## src/tcc_pkg.sv

```systemverilog
package tcc_pkg;
   // Register map, one aligned word each, data in bits [7:0]
   localparam logic [7:0] OFS_CTL = 8'h00;
   localparam logic [7:0] OFS_IIR = 8'h04;
   localparam logic [7:0] OFS_IER = 8'h08;
   localparam logic [7:0] OFS_DR_L = 8'h0C;
   localparam logic [7:0] OFS_DR_H = 8'h10;
   localparam logic [7:0] OFS_CAP_CTL = 8'h14;
   localparam logic [7:0] OFS_CAPA_L = 8'h18;
   localparam logic [7:0] OFS_CAP_STEP = 8'h08;
   localparam logic [7:0] OFS_OC_CTL1 = 8'h28;
   localparam logic [7:0] OFS_OC_CTL2 = 8'h2C;
   localparam logic [7:0] OFS_OC0_L = 8'h30;
   localparam logic [7:0] OFS_OC_STEP = 8'h08;
   localparam logic [7:0] OFS_HIGH = 8'h04;
   // Control field positions
   localparam int CTL_EN = 0;
   localparam int CTL_RLD = 1;
   localparam int CTL_CONT = 2;
   localparam int CTL_DIV = 3;
   localparam int CTL_SEL = 5;
   // Cause and enable bit positions
   localparam int IIR_EOC = 0;
   localparam int IIR_ICA = 1;
   localparam int IIR_OC = 3;
   localparam int IIR_W = 7;
   // Compare control 1 positions
   localparam int OC1_EN = 0;
   localparam int OC1_MAST = 1;
   localparam int OC1_INIT = 4;
   // Clock source codes
   localparam logic [1:0] SEL_SYS = 2'h0;
   localparam logic [1:0] SEL_RTC = 2'h1;
   localparam logic [1:0] SEL_FALL = 2'h2;
   localparam logic [1:0] SEL_RISE = 2'h3;
   // Compare actions
   localparam logic [1:0] ACT_FORCE = 2'h0;
   localparam logic [1:0] ACT_CLEAR = 2'h1;
   localparam logic [1:0] ACT_SET = 2'h2;
   localparam logic [1:0] ACT_TOGGLE = 2'h3;
   // Prescaler masks for divide by 4, 16, 64, 256
   localparam logic [7:0] PRE_MASK_4 = 8'h03;
   localparam logic [7:0] PRE_MASK_16 = 8'h0F;
   localparam logic [7:0] PRE_MASK_64 = 8'h3F;
   localparam logic [7:0] PRE_MASK_256 = 8'hFF;
   // Reset values and bus answers
   localparam logic [7:0] RST_BYTE = 8'h00;
   localparam logic [15:0] RST_COUNT = 16'h0000;
   localparam logic [15:0] CNT_LAST = 16'h0001;
   localparam logic [1:0] RESP_OKAY = 2'h0;
   localparam logic [1:0] RESP_SLVERR = 2'h2;

   typedef struct packed {
      logic [1:0] sel;
      logic [1:0] div;
      logic cont;
      logic en;
   } tcc_ctl_t;

   typedef enum logic [0:0] {
      W_IDLE = 1'b0,
      W_RESP = 1'b1
   } tcc_wstate_t;

   // Capture edge field: bit 0 rising, bit 1 falling, both set for both
   function automatic logic edge_hit(input logic [1:0] mode, input logic rise,
                                     input logic fall);
      return (mode[0] & rise) | (mode[1] & fall);
   endfunction : edge_hit
endpackage : tcc_pkg

```

## src/tcc_edge_sample.sv

```systemverilog
module tcc_edge_sample #(
   parameter int N = 4
) (
   input wire logic i_clock,
   input wire logic i_reset_n,
   input wire logic [N-1:0] i_pin,
   output logic [N-1:0] o_rise,
   output logic [N-1:0] o_fall
);
   logic [N-1:0] meta_q;
   logic [N-1:0] sync_q;
   logic [N-1:0] last_q;

   // Two-stage sampler then a history stage; edges seen after the second edge
   always_ff @(posedge i_clock or negedge i_reset_n) begin
      if (!i_reset_n) begin
         meta_q <= '0;
         sync_q <= '0;
         last_q <= '0;
      end else begin
         meta_q <= i_pin;
         sync_q <= meta_q;
         last_q <= sync_q;
      end
   end

   // Edge pulses only look at the settled stages
   for (genvar g = 0; g < N; g++) begin : g_edge
      assign o_rise[g] = sync_q[g] & ~last_q[g];
      assign o_fall[g] = ~sync_q[g] & last_q[g];
   end
endmodule : tcc_edge_sample

```

## src/tcc_timer.sv

```systemverilog
// How it works
// - Modulation mode enabled blocks capture and compare; both may run together.
// - Reading the cause register clears it; later events stay separate.
// - Pin source bypasses prescaler; counter decrements once per chosen edge.
// - Pin sampled; counter updates on third clock edge after pin edge.
// - Event mode reload, end-of-count and interrupts match basic timer.
// - Real-time clock source samples internal clock like event mode.
// - Capture edge latches 16-bit count into that channel's pair.
// - Low byte read blocks that pin's captures until high byte read.
// - Capture value registers read-only; writes change nothing.
// - Capture sets channel flag; interrupt only when its enable set.
// - Four compare outputs, each with its own 16-bit compare value.
// - Match applies selected action: set, clear or toggle.
// - Compare outputs start at 0 unless initialised to 1.
// - Action 0 forces initial level; level kept until next action.
// - Master mode: outputs 1 to 3 follow output 0 configuration.
// - Match sets output's compare flag; interrupt only when enabled.
// - Count readback read-only, reload write-only, same addresses.
// - Capabilities fixed per timer by parameters.
// - Source codes: 01 real-time clock, 10 falling pin, 11 rising pin.
//
// Our own choices: register access over AXI4-Lite and the placing of the registers.
module tcc_timer
   import tcc_pkg::*;
#(
   parameter int ADDR_W = 8,
   parameter bit HAS_EVENT = 1'b1,
   parameter bit HAS_CAPTURE = 1'b1,
   parameter bit HAS_COMPARE = 1'b1
) (
   input wire logic I_CLOCK,
   input wire logic I_RESET_N,
   input wire logic I_AWVALID,
   output logic O_AWREADY,
   input wire logic [ADDR_W-1:0] I_AWADDR,
   input wire logic I_WVALID,
   output logic O_WREADY,
   input wire logic [31:0] I_WDATA,
   input wire logic [3:0] I_WSTRB,
   output logic O_BVALID,
   input wire logic I_BREADY,
   output logic [1:0] O_BRESP,
   input wire logic I_ARVALID,
   output logic O_ARREADY,
   input wire logic [ADDR_W-1:0] I_ARADDR,
   output logic O_RVALID,
   input wire logic I_RREADY,
   output logic [31:0] O_RDATA,
   output logic [1:0] O_RRESP,
   input wire logic I_EVENT_COUNT_PIN,
   input wire logic I_RTC_CLOCK,
   input wire logic [1:0] I_CAPTURE_PIN,
   input wire logic I_MULTI_MODULATION_ENABLE,
   output logic [3:0] O_COMPARE_OUTPUT_N,
   output logic O_TIMER_IRQ
);
   logic rst_meta_q, rst_n;
   logic awready_q, wready_q, bvalid_q, arready_q, rvalid_q, irq_q;
   logic [1:0] bresp_q, rresp_q;
   logic [31:0] rdata_q;
   logic [ADDR_W-1:0] aw_addr_q;
   logic [7:0] w_data_q, rd_byte, pre_q, pre_mask, hold_q;
   logic [7:0] ier_q, cap_ctl_q, oc1_q, oc2_q;
   logic w_strb_q, wr_go, rd_go, tick, pre_tick, eoc_ev, force_rld, cnt_new_q;
   tcc_wstate_t wstate_q;
   tcc_ctl_t ctl_q;
   logic [15:0] cnt_q, rld_q;
   logic [15:0] cap_q [2];
   logic [15:0] oc_val_q [4];
   logic [1:0] lock_q, cap_ev;
   logic [3:0] rise, fall, match, out_q;
   logic [IIR_W-1:0] iir_q, iir_d, ev;
   logic cap_on, oc_on;

   // Reset released through two flops, asserted at once
   always_ff @(posedge I_CLOCK or negedge I_RESET_N) begin
      if (!I_RESET_N) begin
         rst_meta_q <= 1'b0;
         rst_n <= 1'b0;
      end else begin
         rst_meta_q <= 1'b1;
         rst_n <= rst_meta_q;
      end
   end

   // Unaligned or unknown offsets answer with an error
   function automatic logic mapped(input logic [ADDR_W-1:0] a);
      logic [7:0] o;
      o = 8'(a);
      return (a[1:0] == 2'b00) && (o <= OFS_OC0_L + 8'(3) * OFS_OC_STEP + OFS_HIGH)
             && (ADDR_W <= 8 || (a >> 8) == '0);
   endfunction : mapped

   function automatic logic wr_hit(input logic [7:0] ofs);
      return wr_go && w_strb_q && (aw_addr_q == ADDR_W'(ofs));
   endfunction : wr_hit

   function automatic logic rd_hit(input logic [7:0] ofs);
      return rd_go && (I_ARADDR == ADDR_W'(ofs));
   endfunction : rd_hit

   // Pin sampling: {rtc, capture second, capture first, event}
   tcc_edge_sample #(.N(4)) u_sample (
      .i_clock(I_CLOCK),
      .i_reset_n(rst_n),
      .i_pin({I_RTC_CLOCK, I_CAPTURE_PIN, I_EVENT_COUNT_PIN}),
      .o_rise(rise),
      .o_fall(fall)
   );

   // Write channel: address and data taken in any order, then one write
   assign wr_go = (wstate_q == W_IDLE) && !awready_q && !wready_q;
   always_ff @(posedge I_CLOCK or negedge rst_n) begin
      if (!rst_n) begin
         awready_q <= 1'b1;
         wready_q <= 1'b1;
         aw_addr_q <= '0;
         w_data_q <= RST_BYTE;
         w_strb_q <= 1'b0;
         bvalid_q <= 1'b0;
         bresp_q <= RESP_OKAY;
         wstate_q <= W_IDLE;
      end else begin
         if (I_AWVALID && awready_q) begin
            aw_addr_q <= I_AWADDR;
            awready_q <= 1'b0;
         end
         if (I_WVALID && wready_q) begin
            w_data_q <= I_WDATA[7:0];
            w_strb_q <= I_WSTRB[0];
            wready_q <= 1'b0;
         end
         case (wstate_q)
            W_IDLE: if (wr_go) begin
               bvalid_q <= 1'b1;
               bresp_q <= mapped(aw_addr_q) ? RESP_OKAY : RESP_SLVERR;
               wstate_q <= W_RESP;
            end
            W_RESP: if (I_BREADY) begin
               bvalid_q <= 1'b0;
               awready_q <= 1'b1;
               wready_q <= 1'b1;
               wstate_q <= W_IDLE;
            end
            default: wstate_q <= W_IDLE;
         endcase
      end
   end

   // Read mux; count readback shares the reload offsets
   always_comb begin
      rd_byte = RST_BYTE;
      case (I_ARADDR)
         ADDR_W'(OFS_CTL): rd_byte = {1'b0, ctl_q.sel, ctl_q.div, ctl_q.cont, 1'b0, ctl_q.en};
         ADDR_W'(OFS_IIR): rd_byte = {1'b0, iir_q};
         ADDR_W'(OFS_IER): rd_byte = ier_q;
         ADDR_W'(OFS_DR_L): rd_byte = cnt_q[7:0];
         ADDR_W'(OFS_DR_H): rd_byte = hold_q;
         ADDR_W'(OFS_CAP_CTL): rd_byte = cap_ctl_q;
         ADDR_W'(OFS_OC_CTL1): rd_byte = oc1_q;
         ADDR_W'(OFS_OC_CTL2): rd_byte = oc2_q;
         default: begin
            for (int c = 0; c < 2; c++) begin
               if (I_ARADDR == ADDR_W'(OFS_CAPA_L + 8'(c) * OFS_CAP_STEP)) begin
                  rd_byte = cap_q[c][7:0];
               end
               if (I_ARADDR == ADDR_W'(OFS_CAPA_L + 8'(c) * OFS_CAP_STEP + OFS_HIGH)) begin
                  rd_byte = cap_q[c][15:8];
               end
            end
            for (int i = 0; i < 4; i++) begin
               if (I_ARADDR == ADDR_W'(OFS_OC0_L + 8'(i) * OFS_OC_STEP)) begin
                  rd_byte = oc_val_q[i][7:0];
               end
               if (I_ARADDR == ADDR_W'(OFS_OC0_L + 8'(i) * OFS_OC_STEP + OFS_HIGH)) begin
                  rd_byte = oc_val_q[i][15:8];
               end
            end
         end
      endcase
   end

   // Read channel: one cycle to answer, side effects on the taking edge
   assign rd_go = I_ARVALID && arready_q;
   always_ff @(posedge I_CLOCK or negedge rst_n) begin
      if (!rst_n) begin
         arready_q <= 1'b1;
         rvalid_q <= 1'b0;
         rdata_q <= '0;
         rresp_q <= RESP_OKAY;
      end else if (rd_go) begin
         arready_q <= 1'b0;
         rvalid_q <= 1'b1;
         rdata_q <= {24'h00_0000, rd_byte};
         rresp_q <= mapped(I_ARADDR) ? RESP_OKAY : RESP_SLVERR;
      end else if (rvalid_q && I_RREADY) begin
         rvalid_q <= 1'b0;
         arready_q <= 1'b1;
      end
   end

   // Software-written configuration; single pass end drops the enable
   always_ff @(posedge I_CLOCK or negedge rst_n) begin
      if (!rst_n) begin
         ctl_q <= '0;
         ier_q <= RST_BYTE;
         cap_ctl_q <= RST_BYTE;
         oc1_q <= RST_BYTE;
         oc2_q <= RST_BYTE;
         rld_q <= RST_COUNT;
      end else begin
         if (eoc_ev && !ctl_q.cont) begin
            ctl_q.en <= 1'b0;
         end
         if (wr_hit(OFS_CTL)) begin
            ctl_q <= tcc_ctl_t'({w_data_q[CTL_SEL+:2], w_data_q[CTL_DIV+:2],
                                 w_data_q[CTL_CONT], w_data_q[CTL_EN]});
         end
         if (wr_hit(OFS_IER)) ier_q <= w_data_q;
         if (wr_hit(OFS_CAP_CTL)) cap_ctl_q <= w_data_q;
         if (wr_hit(OFS_OC_CTL1)) oc1_q <= w_data_q;
         if (wr_hit(OFS_OC_CTL2)) oc2_q <= w_data_q;
         if (wr_hit(OFS_DR_L)) rld_q[7:0] <= w_data_q;
         if (wr_hit(OFS_DR_H)) rld_q[15:8] <= w_data_q;
      end
   end

   // Compare values, one byte per write
   always_ff @(posedge I_CLOCK or negedge rst_n) begin
      if (!rst_n) begin
         for (int i = 0; i < 4; i++) oc_val_q[i] <= RST_COUNT;
      end else begin
         for (int i = 0; i < 4; i++) begin
            if (wr_hit(OFS_OC0_L + 8'(i) * OFS_OC_STEP)) oc_val_q[i][7:0] <= w_data_q;
            if (wr_hit(OFS_OC0_L + 8'(i) * OFS_OC_STEP + OFS_HIGH)) begin
               oc_val_q[i][15:8] <= w_data_q;
            end
         end
      end
   end

   // Prescaler free-runs so a divider change takes effect within one period
   always_comb begin
      case (ctl_q.div)
         2'h0: pre_mask = PRE_MASK_4;
         2'h1: pre_mask = PRE_MASK_16;
         2'h2: pre_mask = PRE_MASK_64;
         default: pre_mask = PRE_MASK_256;
      endcase
      pre_tick = (pre_q & pre_mask) == pre_mask;
      case (ctl_q.sel)
         SEL_SYS: tick = pre_tick;
         SEL_RTC: tick = rise[3];
         SEL_FALL: tick = HAS_EVENT && fall[0];
         default: tick = HAS_EVENT && rise[0];
      endcase
      force_rld = wr_hit(OFS_CTL) && w_data_q[CTL_RLD];
      eoc_ev = ctl_q.en && tick && !force_rld && cnt_q == CNT_LAST;
   end

   // Down-counter; reload value 0 runs the full 65536 steps
   always_ff @(posedge I_CLOCK or negedge rst_n) begin
      if (!rst_n) begin
         pre_q <= RST_BYTE;
         cnt_q <= RST_COUNT;
         cnt_new_q <= 1'b0;
         hold_q <= RST_BYTE;
      end else begin
         pre_q <= pre_q + 8'h01;
         cnt_new_q <= force_rld || (ctl_q.en && tick);
         if (force_rld) begin
            cnt_q <= rld_q;
         end else if (ctl_q.en && tick) begin
            if (cnt_q == CNT_LAST) begin
               cnt_q <= ctl_q.cont ? rld_q : RST_COUNT;
            end else begin
               cnt_q <= cnt_q - 16'h0001;
            end
         end
         if (rd_hit(OFS_DR_L)) hold_q <= cnt_q[15:8];
      end
   end

   // Capture: latch count, lock the pair between low and high byte reads
   assign cap_on = HAS_CAPTURE && !I_MULTI_MODULATION_ENABLE;
   always_comb begin
      for (int c = 0; c < 2; c++) begin
         // A capture on the low byte's own read edge would tear the pair
         cap_ev[c] = cap_on && !lock_q[c] && !rd_hit(OFS_CAPA_L + 8'(c) * OFS_CAP_STEP)
                     && edge_hit(cap_ctl_q[2*c+:2], rise[c+1], fall[c+1]);
      end
   end
   always_ff @(posedge I_CLOCK or negedge rst_n) begin
      if (!rst_n) begin
         for (int c = 0; c < 2; c++) cap_q[c] <= RST_COUNT;
         lock_q <= 2'b00;
      end else begin
         for (int c = 0; c < 2; c++) begin
            if (cap_ev[c]) cap_q[c] <= cnt_q;
            if (rd_hit(OFS_CAPA_L + 8'(c) * OFS_CAP_STEP)) begin
               lock_q[c] <= 1'b1;
            end else if (rd_hit(OFS_CAPA_L + 8'(c) * OFS_CAP_STEP + OFS_HIGH)) begin
               lock_q[c] <= 1'b0;
            end
         end
      end
   end

   // Compare channels; master mode routes output 0 settings to all
   assign oc_on = HAS_COMPARE && oc1_q[OC1_EN] && !I_MULTI_MODULATION_ENABLE;
   for (genvar g = 0; g < 4; g++) begin : g_oc
      logic [1:0] mode;
      logic init;
      logic [15:0] val;
      assign mode = oc1_q[OC1_MAST] ? oc2_q[1:0] : oc2_q[2*g+:2];
      assign init = oc1_q[OC1_MAST] ? oc1_q[OC1_INIT] : oc1_q[OC1_INIT+g];
      assign val = oc1_q[OC1_MAST] ? oc_val_q[0] : oc_val_q[g];
      // Only on the cycle after the count moves, so a held count acts once
      assign match[g] = oc_on && cnt_new_q && cnt_q == val && mode != ACT_FORCE;
      always_ff @(posedge I_CLOCK or negedge rst_n) begin
         if (!rst_n) begin
            out_q[g] <= 1'b0;
         end else if (mode == ACT_FORCE) begin
            out_q[g] <= init;
         end else if (match[g]) begin
            case (mode)
               ACT_CLEAR: out_q[g] <= 1'b0;
               ACT_SET: out_q[g] <= 1'b1;
               default: out_q[g] <= ~out_q[g];
            endcase
         end
      end
   end

   // Cause flags: a new event wins over the clearing read
   always_comb begin
      ev = {match, cap_ev, eoc_ev};
      iir_d = (rd_hit(OFS_IIR) ? '0 : iir_q) | ev;
   end
   always_ff @(posedge I_CLOCK or negedge rst_n) begin
      if (!rst_n) begin
         iir_q <= '0;
         irq_q <= 1'b0;
      end else begin
         iir_q <= iir_d;
         irq_q <= |(iir_d & ier_q[IIR_W-1:0]);
      end
   end

   assign O_AWREADY = awready_q;
   assign O_WREADY = wready_q;
   assign O_BVALID = bvalid_q;
   assign O_BRESP = bresp_q;
   assign O_ARREADY = arready_q;
   assign O_RVALID = rvalid_q;
   assign O_RDATA = rdata_q;
   assign O_RRESP = rresp_q;
   assign O_COMPARE_OUTPUT_N = out_q;
   assign O_TIMER_IRQ = irq_q;
endmodule : tcc_timer

```

## config.mk

```make
export PLATFORM = sky130hd
export DESIGN_NAME = tcc_timer
export DESIGN_NICKNAME = d
export VERILOG_FILES = /design/src/tcc_pkg.sv /design/src/tcc_edge_sample.sv /design/src/tcc_timer.sv
export SDC_FILE = /design/constraint.sdc
export NUM_CORES = 1
export LEC_CHECK = 0
export ABC_AREA = 1
export BUFFER_PORTS_ARGS = -buffer_cell sky130_fd_sc_hd__buf_2
export CAP_MARGIN = 25
export CORE_MARGIN = 5
export CORE_UTILIZATION = 45
export CTS_CLUSTER_SIZE = 14
export DETAILED_ROUTE_END_ITERATION = 10
export PLACE_DENSITY = 0.62
export SYNTH_ARGS = -nofsm -noshare
export SYNTH_HDL_FRONTEND = slang
export SYNTH_SLANG_ARGS = --single-unit
```

## constraint.sdc

```tcl
create_clock -name I_CLOCK -period 9.5 [get_ports I_CLOCK]
set_input_delay 2.375 -clock I_CLOCK [delete_from_list [all_inputs] [get_ports I_CLOCK]]
set_output_delay 2.375 -clock I_CLOCK [all_outputs]
set_load 0.05 [all_outputs]
```

==> results.md <==
Hold path:
- The worst hold path belongs to the class flop to asynchronous set/reset pin.

Synth:
- The post-synthesis share of cell area spent on and, or, nand and nor gates is 25.7%.
- The most common flop cell mapped by yosys is sky130_fd_sc_hd__dfrtp_1.
- Summing every instance area after synthesis gives 0.0128 mm2.
- The part of the Yosys area used for sequential elements is 47.7%.
- Yosys mapped the design onto 58 distinct sky130hd cell types.
- The count of mapped cells out of synthesis is 1627.
- The fraction of the mapped netlist area in compound gates is 13.8%.
- The XOR/XNOR share of the synthesized area is 3.35%.
- The adder and majority cell fraction of the synthesized area is 1.07%.
- Synthesis inferred 244 register bits.
- Of the post-synthesis cell area, the part taken by muxes is 0.517%.
- The synthesized design contains 0 enable-type register cells.
- The fraction of registers with async set or reset after synthesis is 100%.
- The mean area per synthesized cell is 7.88 um2.
- The Yosys step of the flow raised 0 warnings.
- After synthesis, the largest family of logic cells by area is simple AND/OR/NAND/NOR gates.

Route:
- The number of routed nets with antenna violations is 0.
- The total via count after detailed routing is 11200.
- After detailed routing, the total wire length is 43.2 mm.
- The first-pass iteration count of the detailed router is 5.
- The DRC violations left is 0.
- In the routed layout, each cell is associated on average with a via count of 5.46.
- For this block, the initial DRC count from the detailed router was 1111.
- The mean routed wirelength per cell is 21.0 um.

Timing:
- The transition at the pin with the smallest max-transition slack is 1.02 ns.
- Headroom to the max-slew limit came out at 32.1%.
- The shortest period the worst path allows is 4.40 ns.
- The final count of pins violating max slew is 0.
- The number of failing hold endpoints at the final stage is 0.
- After routing, the total negative slack on setup checks comes to 0 ns.
- The final period utilization is 46.3%.
- Setup repair after global routing left no endpoint under its margin.
- Derived from the worst setup path, the maximum achievable clock frequency is 227 MHz.
- Setup violations remaining at the end of the flow were counted as 0.
- The setup skew after layout is 0.0181 ns.

Place:
- The number of port buffers is 56.
- Once placement finished, the instance area stood at 0.0132 mm2.
- The total half-perimeter wirelength after legalization and detailed placement is 31.4 mm.
- The weighted congestion at the end of routability-driven global placement is 0.976.

Global route:
- Summed over all layers, the global routing overflow is 0.
- Entering global routing, the biggest net connects 71 pins.
- The initial antenna violation count is 0.
- The via count of the first global-routing pass came to 10700.
- In the global route stage, overall resource usage came out at 27.4%.
- The wire length of the first global-routing pass is 65.9 mm.

Finish:
- Summing all non-filler instances in the final layout gives an area of 0.0141 mm2.
- The final net count is 1736.
- The post-route netlist has 11.1% of its cells at a drive strength greater than 1.
- The number of fill cells is 2810.
- Summing all multi-input logic gate instances after layout gives 0.00579 mm2.
- The area added between synthesis and finish is 10.2%.
- The library cells used most frequently in the layout, excluding fill and tap cells, are 488 x sky130_fd_sc_hd__nand2_1, 240 x sky130_fd_sc_hd__dfrtp_1, 191 x sky130_fd_sc_hd__o21ai_0.
- The library cell used most frequently in the layout, excluding fill and tap cells, is sky130_fd_sc_hd__nand2_1.
- The area of all sequential standard cells is 0.00611 mm2.
- The number of antenna cells inserted is 0.

Critical path:
- The maximum net fanout on the critical path is 13.
- The startpoint of the most critical register-to-register path is O_ARREADY.
- The launch point of the critical path is I_ARADDR[1].
- The capturing element type of the critical path is a flop.
- STA classifies the critical path startpoint as an input pin.
- At the worst endpoint, the arrival time is 4.83 ns.
- The critical path required time is 9.93 ns.
- The critical path in this run is classified as input pin to flop.

Power and ir drop:
- The power density of the placed cells is 261 mW/mm2.
- The internal power of the cells totals 2190 uW.
- In this run switching power makes up 40.6% of total power.
- The portion of total power attributed to the clock network is 28.6%.
- In this run, the combinational gates consume 34.5% of the power.
- Per report_power, the sequential group accounts for 36.9% of the total.
- For this design the total switching power over the nets is 1500 uW.
- The worst-case IR drop observed on VDD is 0.186 mV.
- The leakage component of the power is 0.00685 uW.

CTS:
- The cell at the root of the clock tree is sky130_fd_sc_hd__clkbuf_16.
- Clock tree synthesis found a total of 244 sinks.
- Clock-pin slew was measured on the worst setup and hold paths at 0.06 ns.
- TritonCTS built the clock tree.
- In this run the post-CTS setup repair buffer count came out at 0.
- The clock passes through at most 3 buffers.
- The CTS buffer count is 27.
- After clock tree synthesis, the flow added hold-fix buffers numbering 0.
- The clock reaches the later pin of the worst-skew pair after 0.55 ns.
- In this run the number of H-tree levels came out at 1.
- The number of resized instances in the post-cts repair step is 0.

Floorplanning:
- The die covers 0.0320 mm2.
- After floorplanning, the core was divided into 61 placement rows.
- The effective utilization at floorplan is 45.9%.
- The y dimension of the die is 179 um.
- The die is 179 um wide.
- The area of the core is 0.0279 mm2.
- During I/O placement, the number of pins put on the boundary was 110.

Flow run:
- The count of maximum capacitance violations is 0.

Run status:
- The flow ran to the end, and the final reports show no timing, DRC or antenna violations.
==> logic make-up after synthesis <==
family,count (synthesis)
compound gates,318
buf+inv,224
mux,6
xor+xnor,49
other cells,2
simple gates,773
fa+ha+maj,11
flops,244
==> worst max-delay path, cell delays in order <==
cell and delay (ns):
sky130_fd_sc_hd__buf_2 0.12, sky130_fd_sc_hd__nor2_4 0.15, sky130_fd_sc_hd__nand2_1 0.12, sky130_fd_sc_hd__nor2_2 0.54, sky130_fd_sc_hd__inv_1 0.19, sky130_fd_sc_hd__nor2_1 0.73
sky130_fd_sc_hd__nand2_1 0.13, sky130_fd_sc_hd__nand2_1 0.13, sky130_fd_sc_hd__nand4_1 0.18, sky130_fd_sc_hd__nand2_1 0.11, sky130_fd_sc_hd__inv_1 0.04
==> flip-flops by register name, summed over array words and instances (netlist names), 2 cells and up <==
name                flops
lock_q                  2
oc_val_q               48
hold_q                  8
cap_q                  32
u_sample.meta_q         4
iir_q                   7
u_sample.last_q         4
O_COMPARE_OUTPUT_N      4
g_oc.val               16
oc1_q                   8
cap_ctl_q               8
ier_q                   8
oc2_q                   8
O_RDATA                 8
u_sample.sync_q         4
ctl_q                   6
rld_q                  16
aw_addr_q               8
w_data_q                8
cnt_q                  16
pre_q                   8
==> metal layers <==
metal	vias to the layer above	track usage (%)	part of all wire (%)
li1	5317	-	-
met1	5393	39.4	46
met2	431	43.4	45
met3	91	4.20	6.4
met4	0	7.26	3.1
met5	-	0	0
==> Yosys cell counts (all sizes together), types with 2 or more instances <==
cell type,number,area share [%]
nand4,30,1.5
nor4b,2,0.14
o211ai,5,0.29
o22ai,9,0.54
o221ai,14,0.96
dfstp,3,0.61
a221oi,3,0.20
nor2,153,5.1
o21ai,217,8.6
a31oi,4,0.20
nand3,62,2.6
or2,5,0.24
conb,2,0.059
nor3,17,0.91
xnor2,3,0.20
buf,51,2.8
a22o,2,0.14
ha,11,1.1
o31ai,3,0.18
a22oi,3,0.18
a21oi,51,2.0
dfrtp,241,47
inv,140,4.1
clkinv,3,0.098
a32o,2,0.16
xor2,46,3.1
clkbuf,30,0.88
nor4,4,0.20
nand2,497,15
mux2,5,0.44
==> worst paths after layout <==
path / cells past startpoint / endpoint / slack, ns
setup / recovery: 11 / O_RDATA[0] / 5.10
hold / removal: 0 / aw_addr_q[4] / 0.31
setup reg to reg: 9 / O_TIMER_IRQ / 6.58
hold reg to reg: 0 / aw_addr_q[4] / 0.31
max in group asynchronous: 2 / cap_q[5] / 7.07
min in group I_CLOCK: 0 / u_sample.sync_q[0] / 0.35
==> final cells by class <==
| type | instances | area share (%) |
|---|---|---|
| clock buffer | 37 | 5.47 |
| clock inverter | 12 | 0.859 |
| sequential | 244 | 43.3 |
| inverter | 143 | 3.84 |
| multi-input combinational | 1184 | 41.0 |
| tap | 378 | 3.35 |
| timing repair buffer | 61 | 2.25 |
==> power groups by stage <==
stage / combinational, uW / clock, uW / sequential [uW]
final: 1270 / 1060 / 1360
after global routing: 1380 / 1120 / 1380
after CTS: 1260 / 1080 / 1360
after detailed placement: 1250 / 0 / 1370
after global placement: 1240 / 0 / 1370
after floorplan: 802 / 0 / 1440
==> per-stage QoR <==
step                hold WS (ns)  power [uW]  setup WS [ns]  instances  utilization [%]
global route               0.352        3870           4.94       2059             50.6
CTS                        0.335        3690           5.16       2059             50.6
detailed placement         0.335        2630           4.60       2010             47.4
global placement           0.334        2610           4.63       2010             47.4
finish                     0.314        3690           5.10       2059             50.6
floorplan                  0.331        2240           2.20       1652                -
Power figures use the tool's default switching activity.
